<file path="src/shared/rfpo_consts.svh">
// Timing, code and reset constants of the tag-reader parallel output block
// Functional notes
// After reset all sixteen data lines are low; presence mode waits for a tag.
// Presence mode reads a tag on entry, presents the word, lights indicators.
// Parity line is high when an odd number of data lines are high.
// Normal-complete strobe rises 3 ms after the read word appears.
// Data, parity and strobe hold while the tag stays in the area.
// Tag leaving starts a selectable off-delay; expiry drives all lines low.
// Suppress in presence mode forces data, parity, strobe and error low at once.
// A new access during the off-delay clears outputs before presenting results.
// Indicators keep their pattern until the next access; suppress blanks them.
// Tag leaving mid-access is an error: error code on lines, flashed in red.
// The single error-code bit makes the parity line high.
// Error line rises 3 ms after the code; held until off-delay expires.
// Off-delay expiry after an error drops data, parity and error together.
// Error line low doubles as a running indication.
// Host holds suppress asserted for at least 20 ms.
// Host captures data only on the rising normal-complete strobe.
// Host should suppress once data is fetched from a stationary tag.
// Trigger mode reads only on trigger, then behaves like presence mode.
// Host holds the trigger asserted for at least 10 ms.
// Trigger mode flags no-tag and tag-left errors with code, parity, error line.
// In trigger mode a trigger after an error clears all lines and indicators.
// All millisecond delays count a millisecond tick from the system clock.
`ifndef RFPO_CONSTS_SVH
`define RFPO_CONSTS_SVH
`define RFPO_CLK_HZ         40000000
`define RFPO_TICK_MS        1
`define RFPO_TICK_CYCLES    (`RFPO_CLK_HZ / 1000 * `RFPO_TICK_MS)
`define RFPO_STROBE_LAG_MS  3
`define RFPO_FLASH_HALF_MS  250
`define RFPO_ERR_LEFT_CODE  16'h0001
`define RFPO_ERR_NOTAG_CODE 16'h0002
`define RFPO_WORD_RESET     16'h0000
`endif

</file>
<file path="src/shared/rfpo_pkg.sv">
// Types of the tag-reader parallel output block
package rfpo_pkg;
    typedef enum logic [2:0] {
        RFPO_IDLE    = 3'b000,
        RFPO_ACCESS  = 3'b001,
        RFPO_LAG     = 3'b010,
        RFPO_HOLD    = 3'b011,
        RFPO_OFFDLY  = 3'b100
    } rfpo_state_type;

    // Result of one tag access from the radio front end
    typedef struct packed {
        logic        done;
        logic        ok;
        logic [15:0] word;
    } rfpo_access_type;

    // Lines seen by the host controller
    typedef struct packed {
        logic [15:0] read_word_lines;
        logic        parity;
        logic        normal_complete_strobe;
        logic        error;
    } rfpo_host_type;
endpackage

</file>
<file path="src/hdl/rfpo_output.sv">
// Parallel host output logic of the read-only tag reader
`include "rfpo_consts.svh"

// Tick length is a parameter so a bench can shorten the millisecond
module rfpo_output #(
    parameter int TICK_CYCLES = `RFPO_TICK_CYCLES
) (
    input  wire logic                     clk,
    input  wire logic                     rst_n,
    input  wire logic                     trigger_mode,
    input  wire logic [15:0]              off_delay_ms,
    input  wire logic                     access_request_input,
    input  wire logic                     suppress_input,
    input  wire logic                     tag_present,
    input  wire rfpo_pkg::rfpo_access_type access_result,
    output logic                          access_start,
    output rfpo_pkg::rfpo_host_type       host_lines,
    output logic [15:0]                   data_led,
    output logic                          led_red,
    output logic                          error_led
);

    // ***********************************************
    // Pin synchronisers
    // ***********************************************
    logic [1:0] trg_sync_q;
    logic [1:0] sup_sync_q;
    logic       trg_q;
    logic       trg_rise;
    logic       sup;

    always_ff @(posedge clk or negedge rst_n) begin
        if (!rst_n) begin
            trg_sync_q <= 2'h0;
            sup_sync_q <= 2'h0;
            trg_q      <= 1'b0;
        end else begin
            trg_sync_q <= {trg_sync_q[0], access_request_input};
            sup_sync_q <= {sup_sync_q[0], suppress_input};
            trg_q      <= trg_sync_q[1];
        end
    end

    assign trg_rise = trg_sync_q[1] & ~trg_q;
    assign sup      = sup_sync_q[1] & ~trigger_mode;

    // ***********************************************
    // Millisecond tick
    // ***********************************************
    localparam logic [15:0] TICK_LAST = 16'(TICK_CYCLES - 1);
    logic [15:0] tick_cnt_q;
    logic        ms_tick;

    always_ff @(posedge clk or negedge rst_n) begin
        if (!rst_n) begin
            tick_cnt_q <= 16'h0;
        end else if (tick_cnt_q == TICK_LAST) begin
            tick_cnt_q <= 16'h0;
        end else begin
            tick_cnt_q <= tick_cnt_q + 16'h1;
        end
    end

    assign ms_tick = (tick_cnt_q == TICK_LAST);

    function automatic logic odd_parity(input logic [15:0] w);
        odd_parity = ^w;
    endfunction

    // ***********************************************
    // Sequencer
    // ***********************************************
    rfpo_pkg::rfpo_state_type state_q;
    logic [15:0] ms_cnt_q;
    logic [15:0] word_q;
    logic        err_q;
    logic        left_q;
    logic        start_req;
    logic        lag_done;
    logic        off_done;

    // Presence mode requests a start whenever an unsuppressed tag is present; trigger mode only on a trigger edge
    assign start_req = trigger_mode ? trg_rise
                                    : (tag_present & ~sup);
    assign lag_done  = ms_tick & (ms_cnt_q == 16'(`RFPO_STROBE_LAG_MS - 1));
    assign off_done  = ms_tick & (ms_cnt_q + 16'h1 >= off_delay_ms);
    // No request without a tag: a no-tag trigger is reported here, not by the front end
    assign access_start = start_req & tag_present & ((state_q == rfpo_pkg::RFPO_IDLE) |
                                       (state_q == rfpo_pkg::RFPO_OFFDLY) |
                                       (trigger_mode & (state_q != rfpo_pkg::RFPO_ACCESS)));

    always_ff @(posedge clk or negedge rst_n) begin
        if (!rst_n) begin
            state_q  <= rfpo_pkg::RFPO_IDLE;
            ms_cnt_q <= 16'h0;
            word_q   <= `RFPO_WORD_RESET;
            err_q    <= 1'b0;
            left_q   <= 1'b0;
        end else if (sup) begin
            state_q  <= rfpo_pkg::RFPO_IDLE;
            ms_cnt_q <= 16'h0;
            err_q    <= 1'b0;
        end else if (trigger_mode & trg_rise & ~tag_present &
                     (state_q != rfpo_pkg::RFPO_ACCESS)) begin
            // No tag at the trigger: report at once, off-delay runs from the end of the lag
            state_q  <= rfpo_pkg::RFPO_LAG;
            word_q   <= `RFPO_ERR_NOTAG_CODE;
            err_q    <= 1'b1;
            left_q   <= 1'b1;
            ms_cnt_q <= 16'h0;
        end else if (access_start) begin
            state_q  <= rfpo_pkg::RFPO_ACCESS;
            ms_cnt_q <= 16'h0;
            err_q    <= 1'b0;
            left_q   <= 1'b0;
        end else begin
            case (state_q)
                rfpo_pkg::RFPO_IDLE: begin
                    ms_cnt_q <= 16'h0;
                end
                rfpo_pkg::RFPO_ACCESS: begin
                    if (~tag_present) begin
                        left_q <= 1'b1;
                    end
                    if (access_result.done) begin
                        state_q  <= rfpo_pkg::RFPO_LAG;
                        ms_cnt_q <= 16'h0;
                        if (!access_result.ok || left_q || !tag_present) begin
                            word_q <= `RFPO_ERR_LEFT_CODE;
                            err_q  <= 1'b1;
                            left_q <= 1'b1;
                        end else begin
                            word_q <= access_result.word;
                        end
                    end
                end
                rfpo_pkg::RFPO_LAG: begin
                    if (~tag_present) begin
                        left_q <= 1'b1;
                    end
                    if (ms_tick) begin
                        ms_cnt_q <= ms_cnt_q + 16'h1;
                    end
                    if (lag_done) begin
                        state_q  <= rfpo_pkg::RFPO_HOLD;
                        ms_cnt_q <= 16'h0;
                    end
                end
                rfpo_pkg::RFPO_HOLD: begin
                    // Tag that left mid-access times its off-delay from the end of the lag
                    if (~tag_present | left_q) begin
                        state_q  <= rfpo_pkg::RFPO_OFFDLY;
                        ms_cnt_q <= 16'h0;
                    end
                end
                rfpo_pkg::RFPO_OFFDLY: begin
                    if (ms_tick) begin
                        ms_cnt_q <= ms_cnt_q + 16'h1;
                    end
                    if (off_done) begin
                        state_q <= rfpo_pkg::RFPO_IDLE;
                        err_q   <= 1'b0;
                    end
                end
                default: begin
                    state_q <= rfpo_pkg::RFPO_IDLE;
                end
            endcase
        end
    end

    // ***********************************************
    // Host lines
    // ***********************************************
    logic presenting;
    logic strobe_phase;

    assign presenting   = (state_q == rfpo_pkg::RFPO_LAG) |
                          (state_q == rfpo_pkg::RFPO_HOLD) |
                          (state_q == rfpo_pkg::RFPO_OFFDLY);
    assign strobe_phase = (state_q == rfpo_pkg::RFPO_HOLD) |
                          (state_q == rfpo_pkg::RFPO_OFFDLY);

    // Registered outputs; held unchanged across HOLD while the tag stays
    always_ff @(posedge clk or negedge rst_n) begin
        if (!rst_n) begin
            host_lines <= '0;
        end else if (sup || !presenting || access_start) begin
            host_lines <= '0;
        end else begin
            host_lines.read_word_lines        <= word_q;
            host_lines.parity                 <= odd_parity(word_q);
            host_lines.normal_complete_strobe <= strobe_phase & ~err_q;
            host_lines.error                  <= strobe_phase & err_q;
        end
    end

    // ***********************************************
    // Indicators
    // ***********************************************
    localparam logic [15:0] FLASH_LAST = 16'(`RFPO_FLASH_HALF_MS - 1);
    logic [15:0] flash_cnt_q;
    logic        flash_q;
    logic        led_err_q;

    always_ff @(posedge clk or negedge rst_n) begin
        if (!rst_n) begin
            flash_cnt_q <= 16'h0;
            flash_q     <= 1'b0;
        end else if (ms_tick) begin
            if (flash_cnt_q == FLASH_LAST) begin
                flash_cnt_q <= 16'h0;
                flash_q     <= ~flash_q;
            end else begin
                flash_cnt_q <= flash_cnt_q + 16'h1;
            end
        end
    end

    // Pattern survives the off-delay; only a new access, a trigger edge in trigger mode or suppress replaces it
    always_ff @(posedge clk or negedge rst_n) begin
        if (!rst_n) begin
            data_led  <= 16'h0;
            led_err_q <= 1'b0;
        end else if (sup || access_start || (trigger_mode && trg_rise)) begin
            data_led  <= 16'h0;
            led_err_q <= 1'b0;
        end else if (state_q == rfpo_pkg::RFPO_LAG && ms_cnt_q == 16'h0) begin
            data_led  <= word_q;
            led_err_q <= err_q;
        end else if (led_err_q) begin
            data_led  <= flash_q ? word_q : 16'h0;
        end
    end

    assign led_red   = led_err_q;
    assign error_led = led_err_q;

endmodule

</file>
<file path="config.mk">
export PLATFORM = sky130hd
export DESIGN_NAME = rfpo_output
export DESIGN_NICKNAME = d
export VERILOG_FILES = /design/src/shared/rfpo_pkg.sv /design/src/hdl/rfpo_output.sv
export VERILOG_INCLUDE_DIRS = /design/src /design/src/shared
export SDC_FILE = /design/constraint.sdc
export NUM_CORES = 1
export LEC_CHECK = 0
export CAP_MARGIN = 0
export CORE_ASPECT_RATIO = 0.7
export CORE_MARGIN = 10
export CORE_UTILIZATION = 30
export DETAILED_ROUTE_END_ITERATION = 8
export DONT_BUFFER_PORTS = 1
export PLACE_DENSITY = 0.41
export RECOVER_POWER = 50
export SLEW_MARGIN = 20
export SYNTH_ARGS = -nofsm -noshare
export SYNTH_HDL_FRONTEND = slang
export SYNTH_SLANG_ARGS = --single-unit
</file>
<file path="constraint.sdc">
create_clock -name clk -period 3.9 [get_ports clk]
set_input_delay 0.195 -clock clk [delete_from_list [all_inputs] [get_ports clk]]
set_output_delay 0.195 -clock clk [all_outputs]
set_load 0.02 [all_outputs]
</file>
-- Yosys cells after proc, flatten, opt, wreduce, memory -nomap -nowiden
Index checks and enable logic that the tools add are counted.
- flip-flop bits (word level): 111
- bits of input ports: 40
- output and inout port bits: 38
- logic and storage cells: 132
- add/sub/neg operators: 3
- order comparisons: 1
- equal/unequal tests: 15
- muxes and demuxes: 44
- bitwise gates (word level): 25
- reductions and logical operators: 27
- operator list (cell ; count):
    16-bit 2-to-1 mux ; 18
    16-bit case mux with 5 select lines ; 1
    16-bit by 1-bit adder with 16-bit output (second input constant) ; 3
    3-bit 2-to-1 mux ; 7
    5-bit inequality test (second input constant) ; 4
    19-bit 2-to-1 mux ; 1
    16-bit equality test (second input constant) ; 1
    16-bit by 2-bit equality test with 1-bit output (second input constant) ; 1
    16-bit by 8-bit equality test with 1-bit output (second input constant) ; 1
    16-bit >= comparator ; 1
    16-bit logical NOT ; 1
    16-bit parity ; 1
    3-bit case mux with 5 select lines ; 1
    1-bit 2-to-1 mux ; 14
    1-bit bitwise AND ; 13
    4-bit AND reduction ; 2
    8-bit nonzero test ; 1
    3-bit by 2-bit equality test with 1-bit output (second input constant) ; 2
    1-bit logical OR ; 6
    1-bit inverter ; 6
    1-bit bitwise OR ; 6
    2-bit nonzero test ; 3
    5-bit by 4-bit inequality test with 1-bit output (second input constant) ; 1
    5-bit AND reduction ; 1
    14 further kinds ; 19

-- Longest topological paths before layout
Gate-level depths: netlist of the first run.
- depth in word-level cells: 10
- depth in mapped cells: 14
- mapped depth without buffers: 13

-- Worst setup path before layout of the first run
Ideal clock, no wire load.
- path type: register -> register
- start point: register ms_cnt_q[3]
- end point: register state_q[2]
- library setup time: 78 ps
- data arrival time: 2604 ps
- data required time: 3822 ps
- slack: 1218 ps
- stages on the path, launching flop included: 15
- path buffers: 2
- cell sequence: dfrtp_1 buf_2 nand3_1 nor4_4 and3_1 clkbuf_1 nand3_1 xnor2_1 ha_1 a21oi_1 o21ai_0 a221o_1 a21oi_1 nor2_1 a21oi_1
- cells in the longest elaborated chain, start to end: 5
- elaborated cells between the ends (all ways): 8
- classes of those cells: add/sub: 1; order compare: 1; eq/ne: 3; bitwise: 2; reduce/logical: 1
- RTL lines (element ; RTL line ; RTL):
    start, declared ; rfpo_output.sv:74 ; logic [15:0] ms_cnt_q;
    start signal, assigned ; rfpo_output.sv:142 ; ms_cnt_q <= ms_cnt_q + 16'h1;
    start signal, assigned ; rfpo_output.sv:158 ; ms_cnt_q <= ms_cnt_q + 16'h1;
    16-bit by 1-bit adder with 16-bit output ; rfpo_output.sv:86 ; assign off_done = ms_tick & (ms_cnt_q + 16'h1 >= off_delay_ms);
    16-bit >= comparator ; rfpo_output.sv:86 ;
    1-bit bitwise AND ; rfpo_output.sv:86 ;
    5-bit by 4-bit inequality test with 1-bit output (no source line) ; - ;
    5-bit AND reduction (no source line) (*) ; - ;
    end signal, assigned ; rfpo_output.sv:94 ; state_q <= rfpo_pkg::RFPO_IDLE;
    end signal, assigned ; rfpo_output.sv:100 ; state_q <= rfpo_pkg::RFPO_IDLE;
    end signal, assigned ; rfpo_output.sv:106 ; state_q <= rfpo_pkg::RFPO_LAG;
    end, declared ; rfpo_output.sv:73 ; rfpo_pkg::rfpo_state_type state_q;
Mark *: on every way between the ends. The rest lies on a longest branch, timed or not.
A chain may end at the register's enable or synchronous reset.

-- Worst setup path in the final report of the first run
Ends and elaborated chain as after synthesis.

==> impl_metrics.csv, run 1 <==
group,metric,value,unit
status,status,"complete, but fails checks",
status,failed_checks,"max-capacitance violations, max-slew violations",
pwr,pwr_density_cell,527.1,mW/mm^2
yosys,synth_adder_area_share,4.775,%
clocking,root_buffer,"clkbuf_16",
sta,period_minus_slack,3028,ps
yosys,synthMuxAreaShare,0.7163,%
floorplan,dieArea,0.02525,sq mm
floorplan,start_util,30.55,%
drt,m1WireLength,7.640,mm
yosys,synth_warnings,0,
drt,met3_length,703,um
sta,final.period_utilization,77.64,%
yosys,synth_cell_types,58,
global_route,grt_pass1_vias,4214,
yosys,synth-xor-area-share,8.661,%
finish,layout-drive-gt1-share,7.119,%
placement,hpwl,10.44,mm
sta,finalHoldViolCount,0,
drt,maxUsedRoutingLayer,"met4",
clocking,h-tree-depth,3,
finish,syn_to_final_growth,11.44,%
clocking,insertion_delay,360,ps
global_route,grt.overflow.total,0,
floorplan,die_y,136.0,um
pwr,max-vdd-ir-drop,0.0002497,V
finish,most-common-layout-cells,"dfrtp_1 (111), nand2_1 (44), inv_1 (41), nor2_1 (41), xnor2_1 (35)",
drt,ant_nets,0,
drt,via_per_inst,4.934,
yosys,synth_top_family_by_area,"simple AND/OR/NAND/NOR gates",
yosys,ys_ff_latch,111,
floorplan,ios,78,
sta,fmax,0.3302,GHz
min_path,min_path_type,"primary input to register",
floorplan,std_cell_rows,42,
finish,final_nets,647,
yosys,synth_edf_count,0,
drt,wl_per_cell,17.57,um
global_route,grt_usage,12.24,%
clocking,clk_pin_slew,80,ps
worst_setup_path,crit_fanout,7,
drt,drt_iter0_markers,350,
sta,finalClockSkew,10.35,ps
drt,dr_wl_met2,6.117,mm
global_route,grt_pass1_wl,24.33,mm
yosys,synth_cells,576,
floorplan,die_w,185.7,um
worst_setup_path,crit_type,"register to register",
clocking,cts_buffers,9,
run,cap_viol_max_count,1,
clocking,clock_path_buffers,2,
sta,max_slew.worst_pin.slew,2861,ps
clocking,cts_resized,0,
drt,first_pass_iters,5,
drt,post-route-drc-count,0,
sta,drv_slew,112,
worst_setup_path,cp.required,4190,ps
sta,slew_headroom,-90.73,%
worst_setup_path,critPathLaunchType,"register",
global_route,antenna_found_initial,0,
sta,rsz0062_at_grt,"false",
drt,wirelength,14.62,mm
placement,port_buffers,0,
finish,num_antenna_cells,0,
global_route,grt_max_degree,112,
sta,setup-violations-final,0,
clocking,tritoncts,"built",
worst_setup_path,worstPathArrival,3320,ps
clocking,cts_setup_buffers,0,
placement,gp_congestion,0.8399,
floorplan,coreArea,0.01887,sq mm
yosys,async_flop_share,100.0,%
sta,hold_ws,16.86,ps
yosys,synth-compound-area-share,12.48,%
pwr,p_leak,2.954,nW
yosys,syn_avg_cell_area,10.01,sq um
yosys,yosysSeqAreaShare,48.19,%
yosys,synth.net_count,638,
clocking,cts.sinks,111,
worst_setup_path,cp-end-kind,"register",
sta,final.setup.tns,0,ps
yosys,synthFlopType,"dfrtp_1",
finish,final_common_cell,"dfrtp_1",
yosys,yosys.area_share.simple,20.01,%
finish,fin_util,34.05,%
yosys,netlist_area,0.005764,sq mm
drt,via_count,4105,
[through the flow]
| step | cells | cell area (sq um) | setup WS (ps) | total power [mW] |
|---|---|---|---|---|
| detailed placement | 801 | 5961 | 912.9 | 2.394 |
| CTS | 832 | 6439 | 883.4 | 3.441 |
| floorplan | 576 | 5764 | 1218 | 2.189 |
| global route | 832 | 6424 | 251.1 | 3.604 |
| global placement | 801 | 5961 | 1017 | 2.370 |
| finish | 832 | 6424 | 872.0 | 3.386 |
[sequential cells by signal (all words and copies together) (netlist names)]
register / count
trg_sync_q: 2
sup_sync_q: 2
state_q: 3
host_lines: 19
data_led: 16
err_q: 1
tick_cnt_q: 16
ms_cnt_q: 16
word_q: 16
trg_q: 1
left_q: 1
error_led: 1
flash_q: 1
flash_cnt_q: 16
[routing by layer]
metal | up-vias | track usage, %
met2 | 79 | 16.65
li1 | 2017 | -
met3 | 13 | 3.546
met4 | 0 | 3.348
met5 | - | 0
met1 | 1996 | 18.16
[cell usage after synthesis, types with 2 or more instances]
| cell | count | area (sq um) |
|---|---|---|
| o21ai_0 | 26 | 130.1 |
| buf_6 | 4 | 45.04 |
| or3_1 | 2 | 12.51 |
| clkbuf_1 | 5 | 18.77 |
| nor4_1 | 2 | 12.51 |
| buf_2 | 7 | 35.03 |
| a211oi_1 | 2 | 15.01 |
| inv_1 | 41 | 153.9 |
| ha_1 | 22 | 275.3 |
| nand3_1 | 34 | 170.2 |
| nand2_1 | 44 | 165.2 |
| nor3b_1 | 2 | 15.01 |
| nand4_1 | 13 | 81.33 |
| o22ai_1 | 2 | 12.51 |
| a21oi_1 | 17 | 85.08 |
| nor4_2 | 3 | 37.54 |
| and2_1 | 21 | 131.4 |
| a22o_1 | 18 | 157.7 |
| o31ai_1 | 2 | 15.01 |
| a211oi_2 | 2 | 25.02 |
| xnor2_1 | 35 | 306.5 |
| a21boi_0 | 2 | 15.01 |
| dfrtp_1 | 111 | 2778 |
| a21oi_2 | 2 | 17.52 |
| and4_1 | 2 | 17.52 |
| nor3_1 | 7 | 35.03 |
| nand3b_1 | 3 | 22.52 |
| nand2b_1 | 6 | 37.54 |
| nor2_2 | 2 | 12.51 |
| buf_4 | 6 | 45.04 |
| and3_1 | 16 | 100.1 |
| mux2i_1 | 3 | 30.03 |
| a21o_1 | 2 | 15.01 |
| nor2_1 | 41 | 153.9 |
| a31oi_1 | 15 | 93.84 |
| xor2_1 | 22 | 192.7 |
| o21ai_1 | 11 | 55.05 |
[worst max-delay path, cell delays in order, from the launching register on]
cell and delay (ps):
dfrtp_1 480, nand3_1 160, nor4_4 390, and3_1 320, nand3_1 120, xnor2_1 240
ha_1 300, a21oi_1 160, o21ai_0 120, a221o_1 270, a21oi_1 180, nor2_1 60
a21oi_1 170
[cell type report]
cell class,count,area [sq um]
clock inverter,7,85.08
timing repair buffer,20,182.7
tap,242,302.8
fill,1896,12440
inverter,41,153.9
multi-input combinational,402,2696
sequential,111,2778
clock buffer,9,225.2
[logic make-up (layout without fill, tap and decap cells)]
| group | count (synthesis) | count (layout) |
|---|---|---|
| compound gates | 109 | 109 |
| xor+xnor | 57 | 57 |
| fa+ha+maj | 22 | 22 |
| buf+inv | 63 | 77 |
| flops | 111 | 111 |
| mux | 4 | 4 |
| simple gates | 210 | 210 |
[timing repair]
action | 4_1_cts | 5_1_grt
setup endpoints to repair | 0 | 0
hold buffers | 15 | 0
hold endpoints to repair | 124 | 0
[report_power, final]
part	leakage [nW]	internal, mW	switching (mW)
logic	1.30	0.381	0.468
registers	1.50	1.30	0.248
clock network	0.153	0.513	0.473
[worst paths after layout]
check                                  start       endpoint  slack (ps)  cells past startpoint
min in group asynchronous              rst_n   ms_cnt_q[10]        1280                      2
max in group asynchronous              rst_n  tick_cnt_q[0]         920                      2
setup reg to reg                 ms_cnt_q[3]     state_q[2]         870                     12
hold reg to reg                sup_sync_q[0]  sup_sync_q[1]         350                      0
hold / removal             access_result[14]     word_q[14]          20                      2
setup / recovery                 ms_cnt_q[3]     state_q[2]         870                     12
Power figures use the tool's default switching activity.
==> run 2, diff against run 1 <==
Settings changed: PLACE_DENSITY 0.41 to 0.42.
Clock period 3.9 ns to 2.5 ns, I/O delays scaled along.
==> impl_metrics.csv, run 2 (synthesis results as in run 1) <==
group,metric,value,unit
clocking,clock_path_buffers,2,
floorplan,die_y,136.0,um
clocking,cts.sinks,111,
global_route,grt.overflow.total,0,
clocking,cts_buffers,9,
floorplan,start_util,30.55,%
worst_setup_path,cp-end-kind,"register",
sta,hold_ws,-543.6,ps
min_path,min_path_type,"primary input to asynchronous set/reset pin",
sta,rsz0062_at_grt,"true",
pwr,power_frac_clock,28.0,%
sta,finalHoldViolCount,111,
global_route,antenna_found_initial,0,
clocking,h-tree-depth,3,
pwr,pwr-share-seq,46.5,%
global_route,grt_usage,11.45,%
worst_setup_path,crit_buf_inv,2,
pwr,p_sw,1.780,mW
worst_setup_path,crit_type,"register to register",
floorplan,coreArea,0.01887,sq mm
global_route,grt_max_degree,112,
sta,max_slew.worst_pin.slew,769.0,ps
status,failed_checks,"negative hold slack, negative setup slack",
sta,slew_headroom,48.57,%
drt,first_pass_iters,5,
pwr,pwr-share-comb,25.5,%
placement,hpwl,10.38,mm
sta,period_minus_slack,2619,ps
finish,largest_reg_flops,19,
sta,setup-violations-final,2,
pwr,intPower,3.360,mW
worst_setup_path,path_delay_family,"simple AND/OR/NAND/NOR gates",
clocking,tritoncts,"built",
finish,final_nets,683,
sta,drv_slew,0,
placement,gp_congestion,0.8300,
drt,wirelength,14.23,mm
status,status,"complete, but fails checks",
drt,drt_iter0_markers,255,
finish,largest_register,"host_lines",
clocking,root_buffer,"clkbuf_16",
clocking,cts_hold_buf,17,
finish,num_antenna_cells,0,
floorplan,dieArea,0.02525,sq mm
finish,layout-drive-gt1-share,14.54,%
drt,via_count,4194,
pwr,max-vdd-ir-drop,0.0003825,V
finish,final_common_cell,"dfrtp_1",
pwr,p_leak,3.149,nW
worst_setup_path,worstPathArrival,2900,ps
global_route,grt_pass1_vias,4204,
clocking,clk_pin_slew,80,ps
sta,final.period_utilization,104.7,%
sta,setup_ws,-118.6,ps
drt,ant_nets,0,
worst_setup_path,crit_slowest_cell,"dfrtp_1",
finish,most-common-layout-cells,"dfrtp_1 (111), nand2_1 (43), nor2_1 (41)",
worst_setup_path,cp.required,2780,ps
sta,fmax,0.3819,GHz
floorplan,std_cell_rows,42,
drt,via_per_inst,4.832,
worst_setup_path,critPathLaunchType,"register",
finish,fillers,1839,
sta,finalClockSkew,13.23,ps
worst_setup_path,crit_fanout,4,
drt,post-route-drc-count,0,
finish,syn_to_final_growth,18.08,%
worst_setup_path,cp_cell_sequence,"inv_2, nor4_4, and3_4, nand3_4, xnor2_2, ha_1, nand4_1, inv_1, a221o_1, a21oi_2, nor2_1, a21oi_1",
pwr,power.share.switching,34.64,%
floorplan,ios,78,
placement,port_buffers,0,
global_route,grt_pass1_wl,23.10,mm
pwr,total_power,5.140,mW
worst_setup_path,critPathMaxStageDelay,420,ps
run,cap_viol_max_count,0,
pwr,pwr_density_cell,755.2,mW/mm^2
clocking,insertion_delay,350,ps
drt,wl_per_cell,16.39,um
floorplan,die_w,185.7,um
-- run 2: cell count changes in the layout (fill, tap and decap cells not counted), moves of 3 or more --
| cell | before | now |
|---|---|---|
| dlygate4sd3_1 | 14 | 17 |
| nand3_1 | 34 | 31 |
| buf_4 | 5 | 37 |
| a21oi_1 | 17 | 14 |
| a21oi_2 | 2 | 5 |
-- run 2: metrics by stage --
step           setup TNS [ps]  cell area (sq um)  worst slack (ps)  instances  util, %
2_1_floorplan          -43.90               5789            -22.05        576        -
3_3_place_gp           -115.3               6247            -57.79        833    33.11
3_5_place_dp           -294.8               6247            -152.2        833    33.11
4_1_cts                -213.9               6751            -111.8        867    35.79
5_1_grt                -506.7               6807            -263.2        868    36.08
6_report               -214.0               6807            -118.6        868    36.08
-- run 2: worst paths after layout --
path / start / endpoint / slack [ps] / cells after the start
worst min-delay path: rst_n / data_led[13] / -540 / 0
min in group clk: tag_present / left_q / 30 / 3
worst min register to register: trg_sync_q[0] / trg_sync_q[1] / 350 / 0
worst max register to register: ms_cnt_q[1] / state_q[2] / -120 / 12
max in group asynchronous: rst_n / state_q[0] / 2870 / 0
worst max-delay path: ms_cnt_q[1] / state_q[2] / -120 / 12
-- run 2: final cells by class --
class | count | area (sq um) | share of cell area (%)
clock inverter | 7 | 76.32 | 1.121
inverter | 41 | 153.9 | 2.261
tap | 242 | 302.8 | 4.449
sequential | 111 | 2778 | 40.81
multi-input combinational | 402 | 2783 | 40.88
timing repair buffer | 56 | 488.0 | 7.169
clock buffer | 9 | 225.2 | 3.309
-- run 2: metal layers --
metal	GRT usage, %	up-vias	routed length, um
li1	-	2080	-
met5	0	-	0
met1	16.67	2033	7286
met4	2.589	0	125
met3	3.332	13	756
met2	16.18	68	6057
-- run 2: power groups by stage --
stage	sequential [mW]	clock [mW]	combinational, mW
3_3_place_gp	2.43	0	1.26
3_5_place_dp	2.43	0	1.27
4_1_cts	2.40	1.49	1.30
5_1_grt	2.44	1.56	1.45
6_report	2.39	1.44	1.31
2_1_floorplan	2.32	0	1.09
-- run 2: what timing repair did --
action	CTS	global route
hold endpoints to repair	128	111
pin swaps	1	18
endpoints found under the setup margin	2	2
buffers inserted	1	1
gates resized for setup	5	8
-- run 2: worst reg2reg max path, delay by kind of cell (launching register included) --
kind                     cells  cell delay (ps)
AND/OR/NAND/NOR              5              870
AO/OA/AOI/OAI                3              650
flip-flops                   1              420
adder cells (fa/ha/maj)      1              330
XOR/XNOR                     1              160
buffers and inverters        2              120
==> run 3, diff against run 2 <==
Settings changed: ABC_AREA set to 1.
==> impl_metrics.csv, run 3 <==
group,metric,value,unit
yosys,synth.net_count,821,
finish,multi_input_area,0.002933,sq mm
yosys,synth_warnings,0,
placement,port_buffers,0,
yosys,syn_avg_cell_area,7.936,sq um
yosys,synth_top_cell_area_share,46.12,%
drt,wl_per_cell,14.12,um
worst_setup_path,cp.required,2760,ps
drt,via_count,4821,
sta,slew_headroom,64.75,%
finish,final_common_cell,"nand2_1",
status,failed_checks,"negative hold slack",
global_route,grt_pass1_vias,4781,
drt,ant_nets,0,
sta,finalHoldViolCount,111,
finish,largest_register,"host_lines",
clocking,root_buffer,"clkbuf_16",
finish,layout-drive-gt1-share,15.17,%
sta,period_minus_slack,2409,ps
finish,seqCellArea,0.002778,sq mm
yosys,synth_edf_count,0,
finish,fin_util,36.59,%
floorplan,ios,78,
clocking,clock_path_buffers,2,
clocking,clk_pin_slew,90,ps
clocking,insertion_delay,370,ps
worst_setup_path,worstPathArrival,2670,ps
pwr,max-vdd-ir-drop,0.0004369,V
pwr,pwr_density_cell,701.8,mW/mm^2
yosys,synth_area_leaders,"dfrtp_1 (46%), nand2_1 (9.5%), inv_1 (7.0%)",
sta,fmax,0.4152,GHz
sta,setup-violations-final,0,
global_route,grt_pass1_wl,25.27,mm
sta,hold_ws,-537.2,ps
yosys,netlist_area,0.006023,sq mm
worst_setup_path,critPathLaunchType,"register",
drt,drt_iter0_markers,314,
worst_setup_path,critPathMaxStageDelay,390,ps
drt,first_pass_iters,5,
drt,via_per_inst,4.485,
global_route,antenna_found_initial,1,
status,status,"complete, but fails checks",
yosys,async_flop_share,100.0,%
yosys,ys_ff_latch,111,
global_route,grt.overflow.total,0,
sta,final.period_utilization,96.34,%
yosys,synth.most_common_cell,"nand2_1",
worst_setup_path,crit_slowest_cell,"dfrtp_1",
placement,hpwl,11.13,mm
worst_setup_path,r2r-start,"ms_cnt_q[3]",
clocking,h-tree-depth,3,
min_path,min_path_type,"primary input to asynchronous set/reset pin",
yosys,synthFlopType,"dfrtp_1",
clocking,cts_hold_buf,18,
yosys,synth_cell_types,37,
floorplan,std_cell_rows,43,
finish,syn_to_final_growth,19.96,%
sta,drv_slew,0,
pwr,total_power,5.071,mW
yosys,yosysTopAreaCell,"dfrtp_1",
worst_setup_path,ff2ff_setup_slack,90,ps
drt,post-route-drc-count,0,
sta,max_slew.worst_pin.slew,528.2,ps
finish,final_nets,861,
drt,wirelength,15.18,mm
pwr,p_leak,3.650,nW
clocking,cts.sinks,111,
global_route,grt_usage,11.71,%
finish,most-common-layout-cells,"nand2_1 (134), dfrtp_1 (111), inv_1 (108)",
worst_setup_path,crit_type,"register to register",
worst_setup_path,cp-end-kind,"register",
floorplan,dieArea,0.02624,sq mm
floorplan,die_y,138.6,um
floorplan,coreArea,0.01975,sq mm
worst_setup_path,crit_path_start,"ms_cnt_q[3]",
global_route,grt_max_degree,112,
placement,gp_congestion,0.8439,
floorplan,start_util,30.51,%
yosys,synthTopCellsByCount,"nand2_1 (153), inv_1 (113), dfrtp_1 (111)",
sta,rsz0062_at_grt,"true",
worst_setup_path,cp_cell_sequence,"inv_1, nor3_4, nand2_4, nor3_4, xor2_2, ha_1, a21oi_1, o21ai_1, a21oi_2, nand2_2, nand2_2, nand2_4, nand3_2, nand2_1",
worst_setup_path,crit_fanout,6,
clocking,cts_buffers,9,
finish,largest_reg_flops,19,
sta,finalClockSkew,12.55,ps
yosys,synth_cells,759,
finish,fillers,2053,
run,cap_viol_max_count,0,
clocking,tritoncts,"built",
floorplan,die_w,189.4,um
yosys,yosysSeqAreaShare,46.12,%
## run 3: cell count changes after synthesis, sizes merged, moves of 19 or more
cell / before / now
o21ai: 37 / 60
xnor2: 35 / 15
nand3: 35 / 54
nor2: 44 / 98
inv: 41 / 119
nand2: 44 / 160
and2: 21 / 0
## run 3: cell families (layout without fill, tap and decap cells)
family,count (synthesis),after routing,share of synthesized area [%]
AND/OR/NAND/NOR,356,356,25.80
buffers and inverters,138,183,9.285
flip-flops,111,111,46.12
AO/OA/AOI/OAI,91,91,8.268
XOR/XNOR,41,41,5.962
adder cells (fa/ha/maj),22,22,4.570
other,0,1,0
## run 3: stage by stage
step | cell area, sq um | instances | setup slack [ps] | TNS, ps | hold slack [ps]
2_1_floorplan | 6023 | 759 | 115.1 | 0 | -170.6
3_5_place_dp | 6376 | 1027 | -78.20 | -163.4 | -161.6
3_3_place_gp | 6376 | 1027 | 26.16 | 0 | -161.7
4_1_cts | 6918 | 1064 | 3.426 | 0 | -565.2
6_report | 7226 | 1075 | 91.42 | 0 | -537.2
5_1_grt | 7226 | 1075 | -62.84 | -157.4 | -566.5
## run 3: critical path, delay by kind of cell (launching register included)
kind / cells / cell delay [ps]
buf+inv: 1 / 100
flops: 1 / 390
simple gates: 8 / 900
fa+ha+maj: 1 / 290
xor+xnor: 1 / 200
compound gates: 3 / 410
## run 3: report_power, final
part	internal [mW]	switching, mW	leakage (nW)
Clock	0.741	0.801	0.155
Sequential	2.00	0.313	1.50
Combinational	0.496	0.719	1.99
Total	3.24	1.83	3.65
## run 3: cell type report
class                           instances  share of cell area, %
Multi-Input combinational cell        510                  40.59
Clock inverter                          7                  1.299
Inverter                              120                  6.234
Clock buffer                            9                  3.117
Tap cell                              270                  4.675
Antenna cell                            1                0.03463
Timing Repair Buffer                   47                  5.610
Sequential cell                       111                  38.44
## run 3: final timing paths
kind | cells after the start | endpoint
min in group clk | 2 | word_q[0]
max in group asynchronous | 0 | flash_cnt_q[7]
max | 14 | err_q
min | 0 | flash_cnt_q[8]
min reg2reg | 0 | trg_sync_q[1]
max reg2reg | 14 | err_q
## run 3: what timing repair did
item / CTS / global route
resized for setup: 7 / 64
endpoints found under the setup margin: 4 / 4
setup buffers: 3 / 10
pin swaps: 6 / 18
hold endpoints to repair: 129 / 111
## run 3: metal layers
layer | share of wire, % | vias up | GRT usage, % | wire length, um
li1 | - | 2488 | - | -
met1 | 51 | 2229 | 16.90 | 7673
met2 | 42 | 92 | 16.19 | 6325
met3 | 6.5 | 12 | 3.819 | 984
met4 | 1.3 | 0 | 3.124 | 201
met5 | 0 | - | 0 | 0
